[config.mk]
export PLATFORM = sky130hd
export DESIGN_NAME = brf_core_regs
export DESIGN_NICKNAME = d
export VERILOG_FILES = /design/src/include/brf_pkg.sv /design/src/logic/brf_core_regs.sv
export VERILOG_INCLUDE_DIRS = /design/src /design/src/include
export SDC_FILE = /design/constraint.sdc
export NUM_CORES = 2
export LEC_CHECK = 0
export BUFFER_PORTS_ARGS = -buffer_cell sky130_fd_sc_hd__buf_2
export CAP_MARGIN = 20
export CELL_PAD_IN_SITES_DETAIL_PLACEMENT = 1
export CELL_PAD_IN_SITES_GLOBAL_PLACEMENT = 2
export CORE_MARGIN = 3
export CORE_UTILIZATION = 41
export DETAILED_ROUTE_END_ITERATION = 6
export GPL_TIMING_DRIVEN = 0
export PLACE_DENSITY_LB_ADDON = 0.1
export SLEW_MARGIN = 0
export SYNTH_ARGS = -nofsm -noshare
export SYNTH_HDL_FRONTEND = slang
export SYNTH_SLANG_ARGS = --single-unit
export TNS_END_PERCENT = 30
[constraint.sdc]
create_clock -name ref_clk_in -period 5.25 [get_ports ref_clk_in]
set_clock_uncertainty 0.15 [all_clocks]
set_input_delay 0.2625 -clock ref_clk_in [delete_from_list [all_inputs] [get_ports ref_clk_in]]
set_output_delay 0.2625 -clock ref_clk_in [all_outputs]
set_load 0.01 [all_outputs]
[src/include/brf_cfg.svh]
// Constants for the banked register file
`ifndef BRF_CFG_SVH
`define BRF_CFG_SVH
`define BRF_MODE_USR 5'h10
`define BRF_MODE_FIQ 5'h11
`define BRF_MODE_IRQ 5'h12
`define BRF_MODE_SVC 5'h13
`define BRF_MODE_ABT 5'h17
`define BRF_MODE_UND 5'h1B
`define BRF_MODE_SYS 5'h1F
`define BRF_SW_MODE_LSB 0
`define BRF_SW_STATE_INDICATOR_BIT 5
`define BRF_SW_FDIS 6
`define BRF_SW_IDIS 7
`define BRF_SW_FLAG_LSB 28
`define BRF_SW_RESET 32'h000000D3
`define BRF_VEC_RESET 32'h00000000
`define BRF_PC_RESET 32'h00000000
`define BRF_REG_PC 4'hF
`define BRF_REG_LR 4'hE
`define BRF_REG_SP 4'hD
`define BRF_REG_HI0 4'h8
`endif

[src/include/brf_pkg.sv]
// Types shared by the banked register file
package brf_pkg;
    typedef enum logic [2:0] {
        BRF_BANK_USR = 3'h0,
        BRF_BANK_FIQ = 3'h1,
        BRF_BANK_IRQ = 3'h2,
        BRF_BANK_SVC = 3'h3,
        BRF_BANK_ABT = 3'h4,
        BRF_BANK_UND = 3'h5
    } brf_bank_t;

    // Control state machine: gray order run -> exception -> run
    typedef enum logic [1:0] {
        BRF_ST_RESET = 2'h0,
        BRF_ST_RUN = 2'h1,
        BRF_ST_EXC = 2'h3
    } brf_state_t;

    typedef struct packed {
        logic en;
        logic [3:0] idx;
        logic [31:0] data;
    } brf_wr_t;

    typedef struct packed {
        logic take;
        logic [4:0] mode;
        logic [31:0] vector;
        logic [31:0] ret_addr;
        logic mask_fiq;
    } brf_exc_t;
endpackage

[src/logic/brf_core_regs.sv]
// Banked register file and state control of the core
`timescale 1ns/10ps
`include "brf_cfg.svh"

// Notes on behaviour
// - Wide state fetches word-aligned 32-bit instructions
// - Compact state uses 16-bit halfwords, PC bit 1
// - State switch keeps mode and all registers
// - Exchange branch: operand bit 0 selects state
// - Exception return restores prior compact state
// - Exception forces wide, saves PC, jumps vector
// - Big-endian: byte 0 on lines 31:24
// - Little-endian: byte 0 on lines 7:0
// - Word and halfword accesses must be aligned
// - Seven modes; all but user privileged
// - 31 general plus six status registers
// - Wide state sees 16 registers plus status
// - Link branch copies PC into register 14
// - PC low bits read zero per state
// - Fast interrupt banks registers 8 to 14
// - Other exception modes bank registers 13, 14
// - Compact low registers share wide copies
// - Compact hi registers only via special ops
// - One current, five saved status words
// - Mode field encodings; others illegal
// - State bit drives external indicator output
module brf_core_regs
    import brf_pkg::*;
#(
    // Register group sizes; the index decode is built for these
    parameter int unsigned LOW_REGS = 8,
    parameter int unsigned MID_REGS = 5,
    parameter int unsigned BANKS = 6
)
(
    // Clock and reset
    input wire logic ref_clk_in,
    input wire logic rst_n_in,
    // Register read ports
    input wire logic [3:0] rd_a_idx_in,
    input wire logic [3:0] rd_b_idx_in,
    output logic [31:0] rd_a_data_out,
    output logic [31:0] rd_b_data_out,
    input wire logic compact_hi_ok_in,
    // Register write port and PC update
    input wire brf_wr_t wr_in,
    input wire logic pc_load_in,
    input wire logic [31:0] pc_value_in,
    input wire logic pc_step_in,
    // Branch, exchange and link
    input wire logic branch_exchange_instr_in,
    input wire logic [31:0] bx_operand_in,
    input wire logic branch_with_link_instr_in,
    input wire logic [31:0] branch_target_in,
    // Exceptions
    input wire brf_exc_t exc_in,
    input wire logic exc_return_in,
    // Status word writes
    input wire logic sw_wr_in,
    input wire logic [31:0] sw_data_in,
    input wire logic ssw_wr_in,
    input wire logic [3:0] flags_in,
    input wire logic flags_wr_in,
    // Memory data steering
    input wire logic big_endian_in,
    input wire logic [1:0] mem_size_in,
    input wire logic [31:0] mem_addr_in,
    input wire logic [31:0] store_data_in,
    output logic [31:0] bus_wdata_out,
    output logic align_fault_out,
    // Core state
    output logic [31:0] fetch_addr_out,
    output logic halfword_sel_out,
    output logic state_indicator_bit_out,
    output logic privileged_out,
    output logic mode_illegal_out,
    output logic [31:0] current_status_word_out,
    output logic [31:0] saved_status_word_out
);
    logic [31:0] gpr_reg [0:LOW_REGS-1];
    logic [31:0] mid_reg [0:MID_REGS-1];
    logic [31:0] fiq_hi_reg [0:MID_REGS-1];
    logic [31:0] sp_reg [0:5];
    logic [31:0] lr_reg [0:5];
    logic [31:0] ssw_reg [1:5];
    logic [31:0] pc_reg;
    logic [31:0] pc_next;
    logic [31:0] csw_reg;
    logic [31:0] csw_next;
    brf_state_t state_reg;
    brf_state_t state_next;

    function automatic brf_bank_t bank_of(input logic [4:0] m);
        case (m)
            `BRF_MODE_FIQ: bank_of = BRF_BANK_FIQ;
            `BRF_MODE_IRQ: bank_of = BRF_BANK_IRQ;
            `BRF_MODE_SVC: bank_of = BRF_BANK_SVC;
            `BRF_MODE_ABT: bank_of = BRF_BANK_ABT;
            `BRF_MODE_UND: bank_of = BRF_BANK_UND;
            default: bank_of = BRF_BANK_USR;
        endcase
    endfunction

    // Only the seven listed encodings name a mode
    function automatic logic mode_legal(input logic [4:0] m);
        case (m)
            `BRF_MODE_USR, `BRF_MODE_FIQ, `BRF_MODE_IRQ, `BRF_MODE_SVC,
            `BRF_MODE_ABT, `BRF_MODE_UND, `BRF_MODE_SYS: mode_legal = 1'b1;
            default: mode_legal = 1'b0;
        endcase
    endfunction

    // Byte for one store lane, by access size
    function automatic logic [7:0] lane_byte(input logic [1:0] sz,
        input logic [31:0] d, input logic [1:0] ln);
        case (sz)
            2'h0: lane_byte = d[7:0];
            2'h1: lane_byte = ln[0] ? d[15:8] : d[7:0];
            default: lane_byte = d[8 * ln +: 8];
        endcase
    endfunction

    // Storage: 0..7 shared by all modes; 8..12 shared plus a fast
    // copy; 13 and 14 one copy per bank; PC and status words apart
    // Reads through the bank chosen now; PC reads with low bits cleared
    function automatic logic [31:0] read_reg(input logic [3:0] i,
        input brf_bank_t b, input logic [31:0] pcv);
        if (i == `BRF_REG_PC)
            read_reg = pcv;
        else if (i == `BRF_REG_LR)
            read_reg = lr_reg[b];
        else if (i == `BRF_REG_SP)
            read_reg = sp_reg[b];
        else if (i[3] && b == BRF_BANK_FIQ)
            read_reg = fiq_hi_reg[i[2:0]];
        else if (i[3])
            read_reg = mid_reg[i[2:0]];
        else
            read_reg = gpr_reg[i[2:0]];
    endfunction

    // Decoded view of the current status word; illegal modes fall
    // back to the user bank and raise mode_illegal_out instead
    wire [4:0] mode_w = csw_reg[`BRF_SW_MODE_LSB +: 5];
    wire brf_bank_t bank_w = bank_of(mode_w);
    wire compact_w = csw_reg[`BRF_SW_STATE_INDICATOR_BIT];
    wire legal_w = mode_legal(mode_w);
    wire user_w = mode_w == `BRF_MODE_USR;
    // System mode shares the user bank and so has no saved word
    wire has_ssw_w = bank_w != BRF_BANK_USR;

    // PC view: wide clears [1:0], compact clears [0]
    wire [31:0] pc_view_w = compact_w ? {pc_reg[31:1], 1'b0}
        : {pc_reg[31:2], 2'b00};
    wire [31:0] step_w = compact_w ? 32'h00000002 : 32'h00000004;
    // Step from the visible PC so stray low bits never carry on
    wire [31:0] pc_step_w = pc_view_w + step_w;

    // Compact state hides 8..15 unless decode vouches for the op;
    // decode raises compact_hi_ok_in for stack and hi moves alike
    wire hi_a_w = compact_w && rd_a_idx_in[3] && !compact_hi_ok_in;
    wire hi_b_w = compact_w && rd_b_idx_in[3] && !compact_hi_ok_in;
    wire hi_wr_w = compact_w && wr_in.idx[3] && !compact_hi_ok_in;
    wire wr_ok_w = wr_in.en && !hi_wr_w;
    wire wr_sp_w = wr_ok_w && wr_in.idx == `BRF_REG_SP;
    wire wr_lr_w = wr_ok_w && wr_in.idx == `BRF_REG_LR;

    // Exception target bank and status word requests
    wire brf_bank_t exc_bank_w = bank_of(exc_in.mode);
    wire ret_ok_w = exc_return_in && has_ssw_w;
    // Software may rewrite the status word only when privileged
    wire sw_ok_w = sw_wr_in && !user_w;

    // Memory steering decode
    wire [1:0] a_lo_w = mem_addr_in[1:0];
    wire word_w = mem_size_in == 2'h2;
    wire half_w = mem_size_in == 2'h1;

    // Banked reads before the compact hi-register gate
    wire [31:0] raw_a_w = read_reg(rd_a_idx_in, bank_w, pc_view_w);
    wire [31:0] raw_b_w = read_reg(rd_b_idx_in, bank_w, pc_view_w);

    assign rd_a_data_out = hi_a_w ? 32'h00000000 : raw_a_w;
    assign rd_b_data_out = hi_b_w ? 32'h00000000 : raw_b_w;
    assign fetch_addr_out = pc_view_w;
    assign halfword_sel_out = compact_w & pc_reg[1];
    assign state_indicator_bit_out = compact_w;
    assign privileged_out = !user_w;
    assign mode_illegal_out = !legal_w;
    assign current_status_word_out = csw_reg;
    assign saved_status_word_out = has_ssw_w ? ssw_reg[bank_w]
        : 32'h00000000;

    // Misaligned word or halfword accesses flagged for an abort
    assign align_fault_out = (word_w && a_lo_w != 2'h0)
        || (half_w && a_lo_w[0]);

    // A word leaves unchanged in either byte order: byte 0 already
    // rides 31:24 (big) or 7:0 (little), so big_endian_in only
    // matters to memory. Narrow stores go out on every lane.
    genvar li;
    generate
        for (li = 0; li < 4; li++) begin : g_lane
            assign bus_wdata_out[8 * li +: 8] =
                lane_byte(mem_size_in, store_data_in, 2'(li));
        end
    endgenerate

    // Status word: exception touches control bits only; return reloads the whole saved word
    // Priority: entry, return, exchange, software write, flags
    always_comb begin
        csw_next = csw_reg;
        if (state_reg == BRF_ST_RESET)
            csw_next = `BRF_SW_RESET;
        else if (exc_in.take) begin
            csw_next[`BRF_SW_MODE_LSB +: 5] = exc_in.mode;
            csw_next[`BRF_SW_STATE_INDICATOR_BIT] = 1'b0;
            csw_next[`BRF_SW_IDIS] = 1'b1;
            if (exc_in.mask_fiq)
                csw_next[`BRF_SW_FDIS] = 1'b1;
        end else if (ret_ok_w)
            csw_next = ssw_reg[bank_w];
        else if (branch_exchange_instr_in)
            csw_next[`BRF_SW_STATE_INDICATOR_BIT] = bx_operand_in[0];
        else if (sw_ok_w) begin
            // Software never alters the state bit itself
            csw_next = sw_data_in;
            csw_next[`BRF_SW_STATE_INDICATOR_BIT] = compact_w;
        end else if (flags_wr_in)
            csw_next[`BRF_SW_FLAG_LSB +: 4] = flags_in;
    end

    // PC: entry, exchange, link branch, load, then step
    always_comb begin
        pc_next = pc_reg;
        if (state_reg == BRF_ST_RESET)
            pc_next = `BRF_VEC_RESET;
        else if (exc_in.take)
            pc_next = exc_in.vector;
        else if (branch_exchange_instr_in)
            pc_next = {bx_operand_in[31:1], 1'b0};
        else if (branch_with_link_instr_in)
            pc_next = branch_target_in;
        else if (pc_load_in)
            pc_next = pc_value_in;
        else if (pc_step_in)
            pc_next = pc_step_w;
    end

    // The reset state re-forces the reset word and PC for one more
    // cycle, so a request in the first cycle after release is lost
    always_comb begin
        case (state_reg)
            BRF_ST_RESET: state_next = BRF_ST_RUN;
            BRF_ST_RUN: state_next = exc_in.take ? BRF_ST_EXC : BRF_ST_RUN;
            BRF_ST_EXC: state_next = exc_in.take ? BRF_ST_EXC : BRF_ST_RUN;
            // Unused code falls back to the reset state
            default: state_next = BRF_ST_RESET;
        endcase
    end

    always_ff @(posedge ref_clk_in) begin
        if (!rst_n_in)
            state_reg <= BRF_ST_RESET;
        else
            state_reg <= state_next;
    end

    always_ff @(posedge ref_clk_in) begin
        if (!rst_n_in)
            csw_reg <= `BRF_SW_RESET;
        else
            csw_reg <= csw_next;
    end

    always_ff @(posedge ref_clk_in) begin
        if (!rst_n_in)
            pc_reg <= `BRF_PC_RESET;
        else
            pc_reg <= pc_next;
    end

    // The index decode is wired for exactly this register split
    if (LOW_REGS != 8 || MID_REGS != 5 || BANKS != 6) begin : g_cfg_chk
        $error("unsupported register split");
    end

    // Shared low registers: identical in both states
    genvar gi;
    generate
        for (gi = 0; gi < LOW_REGS; gi++) begin : g_low
            always_ff @(posedge ref_clk_in) begin
                if (!rst_n_in)
                    gpr_reg[gi] <= 32'h00000000;
                else if (wr_ok_w && wr_in.idx == 4'(gi))
                    gpr_reg[gi] <= wr_in.data;
            end
        end

        // Registers 8..12: shared copy and fast-interrupt copy; a
        // write in fast mode never disturbs the shared copy
        for (gi = 0; gi < MID_REGS; gi++) begin : g_mid
            wire hit_w = wr_ok_w && wr_in.idx == 4'(gi + 8);
            wire fiq_w = hit_w && bank_w == BRF_BANK_FIQ;
            always_ff @(posedge ref_clk_in) begin
                if (!rst_n_in) begin
                    mid_reg[gi] <= 32'h00000000;
                    fiq_hi_reg[gi] <= 32'h00000000;
                end else if (fiq_w)
                    fiq_hi_reg[gi] <= wr_in.data;
                else if (hit_w)
                    mid_reg[gi] <= wr_in.data;
            end
        end

        // Stack and link per bank; fast bank uses same arrays. Entry
        // beats a link branch so the handler's return address holds.
        for (gi = 0; gi < BANKS; gi++) begin : g_bank
            wire cur_w = bank_w == brf_bank_t'(gi);
            wire exc_w = exc_in.take && exc_bank_w == brf_bank_t'(gi);
            wire bl_w = cur_w && branch_with_link_instr_in;
            wire sp_we_w = cur_w && wr_sp_w;
            wire lr_we_w = cur_w && wr_lr_w;
            always_ff @(posedge ref_clk_in) begin
                if (!rst_n_in) begin
                    sp_reg[gi] <= 32'h00000000;
                    lr_reg[gi] <= 32'h00000000;
                end else begin
                    if (sp_we_w)
                        sp_reg[gi] <= wr_in.data;
                    if (exc_w)
                        lr_reg[gi] <= exc_in.ret_addr;
                    else if (bl_w)
                        lr_reg[gi] <= pc_view_w;
                    else if (lr_we_w)
                        lr_reg[gi] <= wr_in.data;
                end
            end
        end

        // Five saved status words, one per exception mode
        for (gi = 1; gi < BANKS; gi++) begin : g_ssw
            wire load_w = exc_in.take && exc_bank_w == brf_bank_t'(gi);
            wire sw_w = ssw_wr_in && !exc_in.take
                && bank_w == brf_bank_t'(gi);
            always_ff @(posedge ref_clk_in) begin
                if (!rst_n_in)
                    ssw_reg[gi] <= 32'h00000000;
                else if (load_w)
                    ssw_reg[gi] <= csw_reg;
                else if (sw_w)
                    ssw_reg[gi] <= sw_data_in;
            end
        end
    endgenerate

    // Fast bank registers 13 and 14 live in sp_reg/lr_reg slot 1,
    // so the fast copy array only holds registers 8 to 12.
    // General: 8 low + 5 shared + 5 fast + 6 stack + 6 link + PC
    // = 31; status: 1 current + 5 saved.
endmodule

==> key figures <==
Status
  • Run status: finished, violations left
  • Failing checks: DRC, setup timing

Place
  • Placed cell area: ~0.073 mm²
  • Final GP Congestion: around 1.1
  • Total of buffers placed on input and output ports: ~450
  • HPWL reported at the end of detailed placement: slightly above 300 mm

Route
  • DR vias: between 60,000 and 70,000
  • DR DRC count: 4
  • Average wire per cell in the routed design: 46.8 µm
  • Drt first pass iters: 7
  • 1st-iter DRT viols: 12,500
  • Via/cell ratio: roughly 7.2
  • Final Routed Wirelength: 412 mm
  • Antenna Nets Post-Route: 0

Clocking
  • Clock tree root buffer cell: clkbuf_16
  • Clk_lat worst skew: ~800 ps
  • CTS tree: yes
  • # clock sinks: 1,185
  • CTS H-tree depth: 4
  • Total CTS buffers: 143
  • Worst-path clk slew: around 60 ps
  • Maximum number of buffers from clock root to sink: 3

Global routing
  • Initial antenna violation count: 62
  • Combined global-route utilization of all metal layers: 48.6%
  • Number of global-route vias before repair: 59,500
  • Maximum number of pins on one net before global-route repair: 33
  • Residual overflow from global routing: 0
  • First-pass GRT wire length: 535 mm

Pwr
  • Part of the total power dissipated in the clock network: 36.7%
  • Sw frac: 34.0%
  • Total power consumption of the routed design: 27.3 mW
  • Static power due to leakage: 30.0 nW
  • Switching power: 9.28 mW
  • Pwr per Cell Area: 341 mW/mm²
  • Part of the total power dissipated in sequential elements: ~40%
  • Worst VDD drop: 0.350 mV
  • Internal power summed over all cells: 18.0 mW
  • Portion of total power attributed to combinational logic: 22.7%

Synth
  • Count of different cell masters after synthesis: 92
  • Synth Area per Inst: 11.6 µm²
  • Share of synthesized flip-flops with an asynchronous set or reset: 0%
  • Post-synth top flop: edfxtp_1
  • Parity-gate share of the synthesized area counting xor and xnor cells: 0.213%
  • EDFF count, synth: ~1,100
  • Part of the Yosys area used for sequential elements: 53.0%
  • Post-Synthesis Cells: 5,665
  • Area share of fa/ha/maj cells after synthesis: 0.0494%
  • Synthesis Warnings: 0
  • Synthesized netlist net count: roughly 6,000
  • Number of flip-flops and latches in the synthesized netlist: between 1,000 and 1,500
  • Post-synthesis simple-gate area fraction: ~15%
  • Share of cell area taken by muxes after synthesis: 12.3%
  • Compound-gate portion of the synthesized area: 14.5%
  • Main combinational cell family by area after synthesis: simple AND/OR/NAND/NOR gates
  • Summed instance area of the synthesized netlist: 0.0659 mm²

Floorplan
  • Die width: between 400 and 500 µm
  • Number of placement rows: 146
  • Area of the placeable core: roughly 0.16 mm²
  • Area enclosed by the die boundary: 0.165 mm²
  • Count of pins on the block boundary: 523
  • Die Y-Extent: 407 µm
  • Effective utilization at floorplan: 41.4%

Setup path
  • Largest fanout on the critical path: 10
  • Worst Path Required: between 4000 and 5000 ps
  • Critical path data arrival time: around 5300 ps
  • Capturing element type of the critical path: output port
  • Class of the most critical setup path: flip-flop to output port
  • Kind of launch point of the worst setup path: flip-flop

Worst hold path
  • Hold crit path type: primary input to flip-flop

Layout
  • Post-layout utilization of the core: about half
  • Number of flip-flops under the largest register name: 256
  • Share of cells above drive strength 1: 21.2%
  • Final design instance area without fill: 0.0801 mm²
  • Net count reported at finish: between 6,000 and 7,000
  • Layout area overhead: 21.6%

STA
  • Final setup vio count: 28
  • Hold slack final: between 50 and 60 ps
  • Setup_tns: -3580 ps
  • Final Hold Violating Endpoints: 0
  • Fin crit share: 109%
  • Setup repair after global routing missed its margin: yes
  • Worst path setup slack after routing: -460 ps
  • Rel. slew slack: between 8 and 9%
  • Measured slew at the worst slew-check pin: roughly 1400 ps
  • Max frequency: 0.175 GHz
  • Fin. max-slew vios: 0
  • Post-layout min period: approximately 5700 ps

Run
  • Max-capacitance violation count: 0
[routing by layer]
| layer | wire length, µm | track usage (%) | vias up | part of all wire [%] |
|---|---|---|---|---|
| met5 | 537 | 1.64 | - | 0.13 |
| met4 | 25500 | 25.0 | 25 | 6.2 |
| met3 | 71900 | 24.1 | 1068 | 17 |
| met2 | 162000 | 65.1 | 5993 | 39 |
| met1 | 152000 | 64.0 | 32600 | 37 |
| li1 | - | - | 23500 | - |
[power groups by stage]
stage	combinational, mW	clock, mW	sequential, mW
floorplan	2.36	0	11.2
global placement	5.25	0	11.3
detailed placement	5.55	0	11.2
CTS	5.72	9.92	11.1
global route	6.08	10.3	11.1
finish	6.20	10.0	11.1
[worst paths after layout]
check / startpoint / to / slack [ps] / cells after the start
worst max-delay path: current_status_word_out[5] / rd_b_data_out[0] / -460 / 7
worst min-delay path: wr_in[25] / mid_reg[3][25] / 60 / 2
worst max register to register: current_status_word_out[5] / pc_reg[15] / 200 / 13
worst min register to register: state_reg[0] / state_reg[1] / 330 / 2
[area by class of cell]
cell class | instances | area, µm²
Buffer | 641 | 3020
Clock buffer | 178 | 3760
Tap cell | 2072 | 2590
Timing Repair Buffer | 760 | 6390
Multi-Input combinational cell | 3781 | 28300
Clock inverter | 85 | 772
Inverter | 56 | 210
Fill cell | 16800 | 78800
Sequential cell | 1185 | 34900
Antenna cell | 43 | 108
[per-stage QoR]
stage	setup WS (ps)	std cells
finish	-460	8801
detailed placement	-352	8289
global placement	-5280	8183
floorplan	717	5665
global route	-129	8762
CTS	-10.1	8744
[worst max-delay path, cell delays in order, from the launching register on]
cell and delay [ps]:
dfxtp_1 380, nand2b_1 520, clkbuf_1 720, a21oi_1 280
nor2_1 1070, o211ai_1 490, o211ai_1 680, buf_2 300
[cell usage in the layout (no fill, tap or decap), types with 169 or more instances in the layout]
cell           instances
a21oi_1              208
a22oi_1              169
o21ai_0              218
nor2_1               201
mux2i_1              170
clkbuf_1             393
a22o_1               175
buf_2                557
dlygate4sd3_1        191
edfxtp_1            1120
mux4_2               257
and2_1               762
nand2_1              517
[cells by family after synthesis]
group                    Yosys count
AO/OA/AOI/OAI                   1368
XOR/XNOR                          16
adder cells (fa/ha/maj)            2
buffers and inverters            699
flip-flops                      1185
multiplexers                     479
other                              1
AND/OR/NAND/NOR                 1915
[cells in the mapped netlist, types with 10 or more instances]
library cell | instances | share of area, %
o211ai_1 | 60 | 0.68
clkbuf_1 | 383 | 2.2
or2_2 | 18 | 0.17
buf_1 | 60 | 0.34
buf_2 | 113 | 0.86
nor3_1 | 107 | 0.81
a311oi_1 | 22 | 0.29
buf_4 | 71 | 0.81
a211o_1 | 10 | 0.13
nand2b_1 | 22 | 0.21
and2_1 | 762 | 7.2
nand2_1 | 518 | 3.0
dfxtp_1 | 65 | 2.0
edfxtp_1 | 1120 | 51
o22a_1 | 15 | 0.20
a22o_1 | 175 | 2.3
inv_1 | 52 | 0.30
a31oi_1 | 66 | 0.63
o21ai_0 | 251 | 1.9
a31o_2 | 11 | 0.15
nand4_1 | 23 | 0.22
nor4_1 | 12 | 0.11
nor2b_1 | 18 | 0.17
a22oi_1 | 169 | 1.9
a21oi_1 | 215 | 1.6
and3_1 | 58 | 0.55
o31ai_1 | 12 | 0.14
a2bb2oi_1 | 11 | 0.15
o221ai_1 | 18 | 0.24
xnor2_1 | 10 | 0.13
nor2_1 | 208 | 1.2
a222oi_1 | 41 | 0.62
mux4_2 | 257 | 8.8
nand3_1 | 115 | 0.87
mux2i_1 | 171 | 2.6
mux2_2 | 51 | 0.87
buf_6 | 15 | 0.26
a221oi_1 | 27 | 0.36
a211oi_1 | 82 | 0.93
o22ai_1 | 73 | 0.69
[timing repair]
item / in CTS / in global routing
hold buffers: 190 / 1
resized for setup: 52 / 26
endpoints found under the setup margin: 44 / 32
hold endpoints to repair: 482 / 7
setup buffers: 3 / 0
pin swaps: 3 / 1
Power figures use the tool's default switching activity.
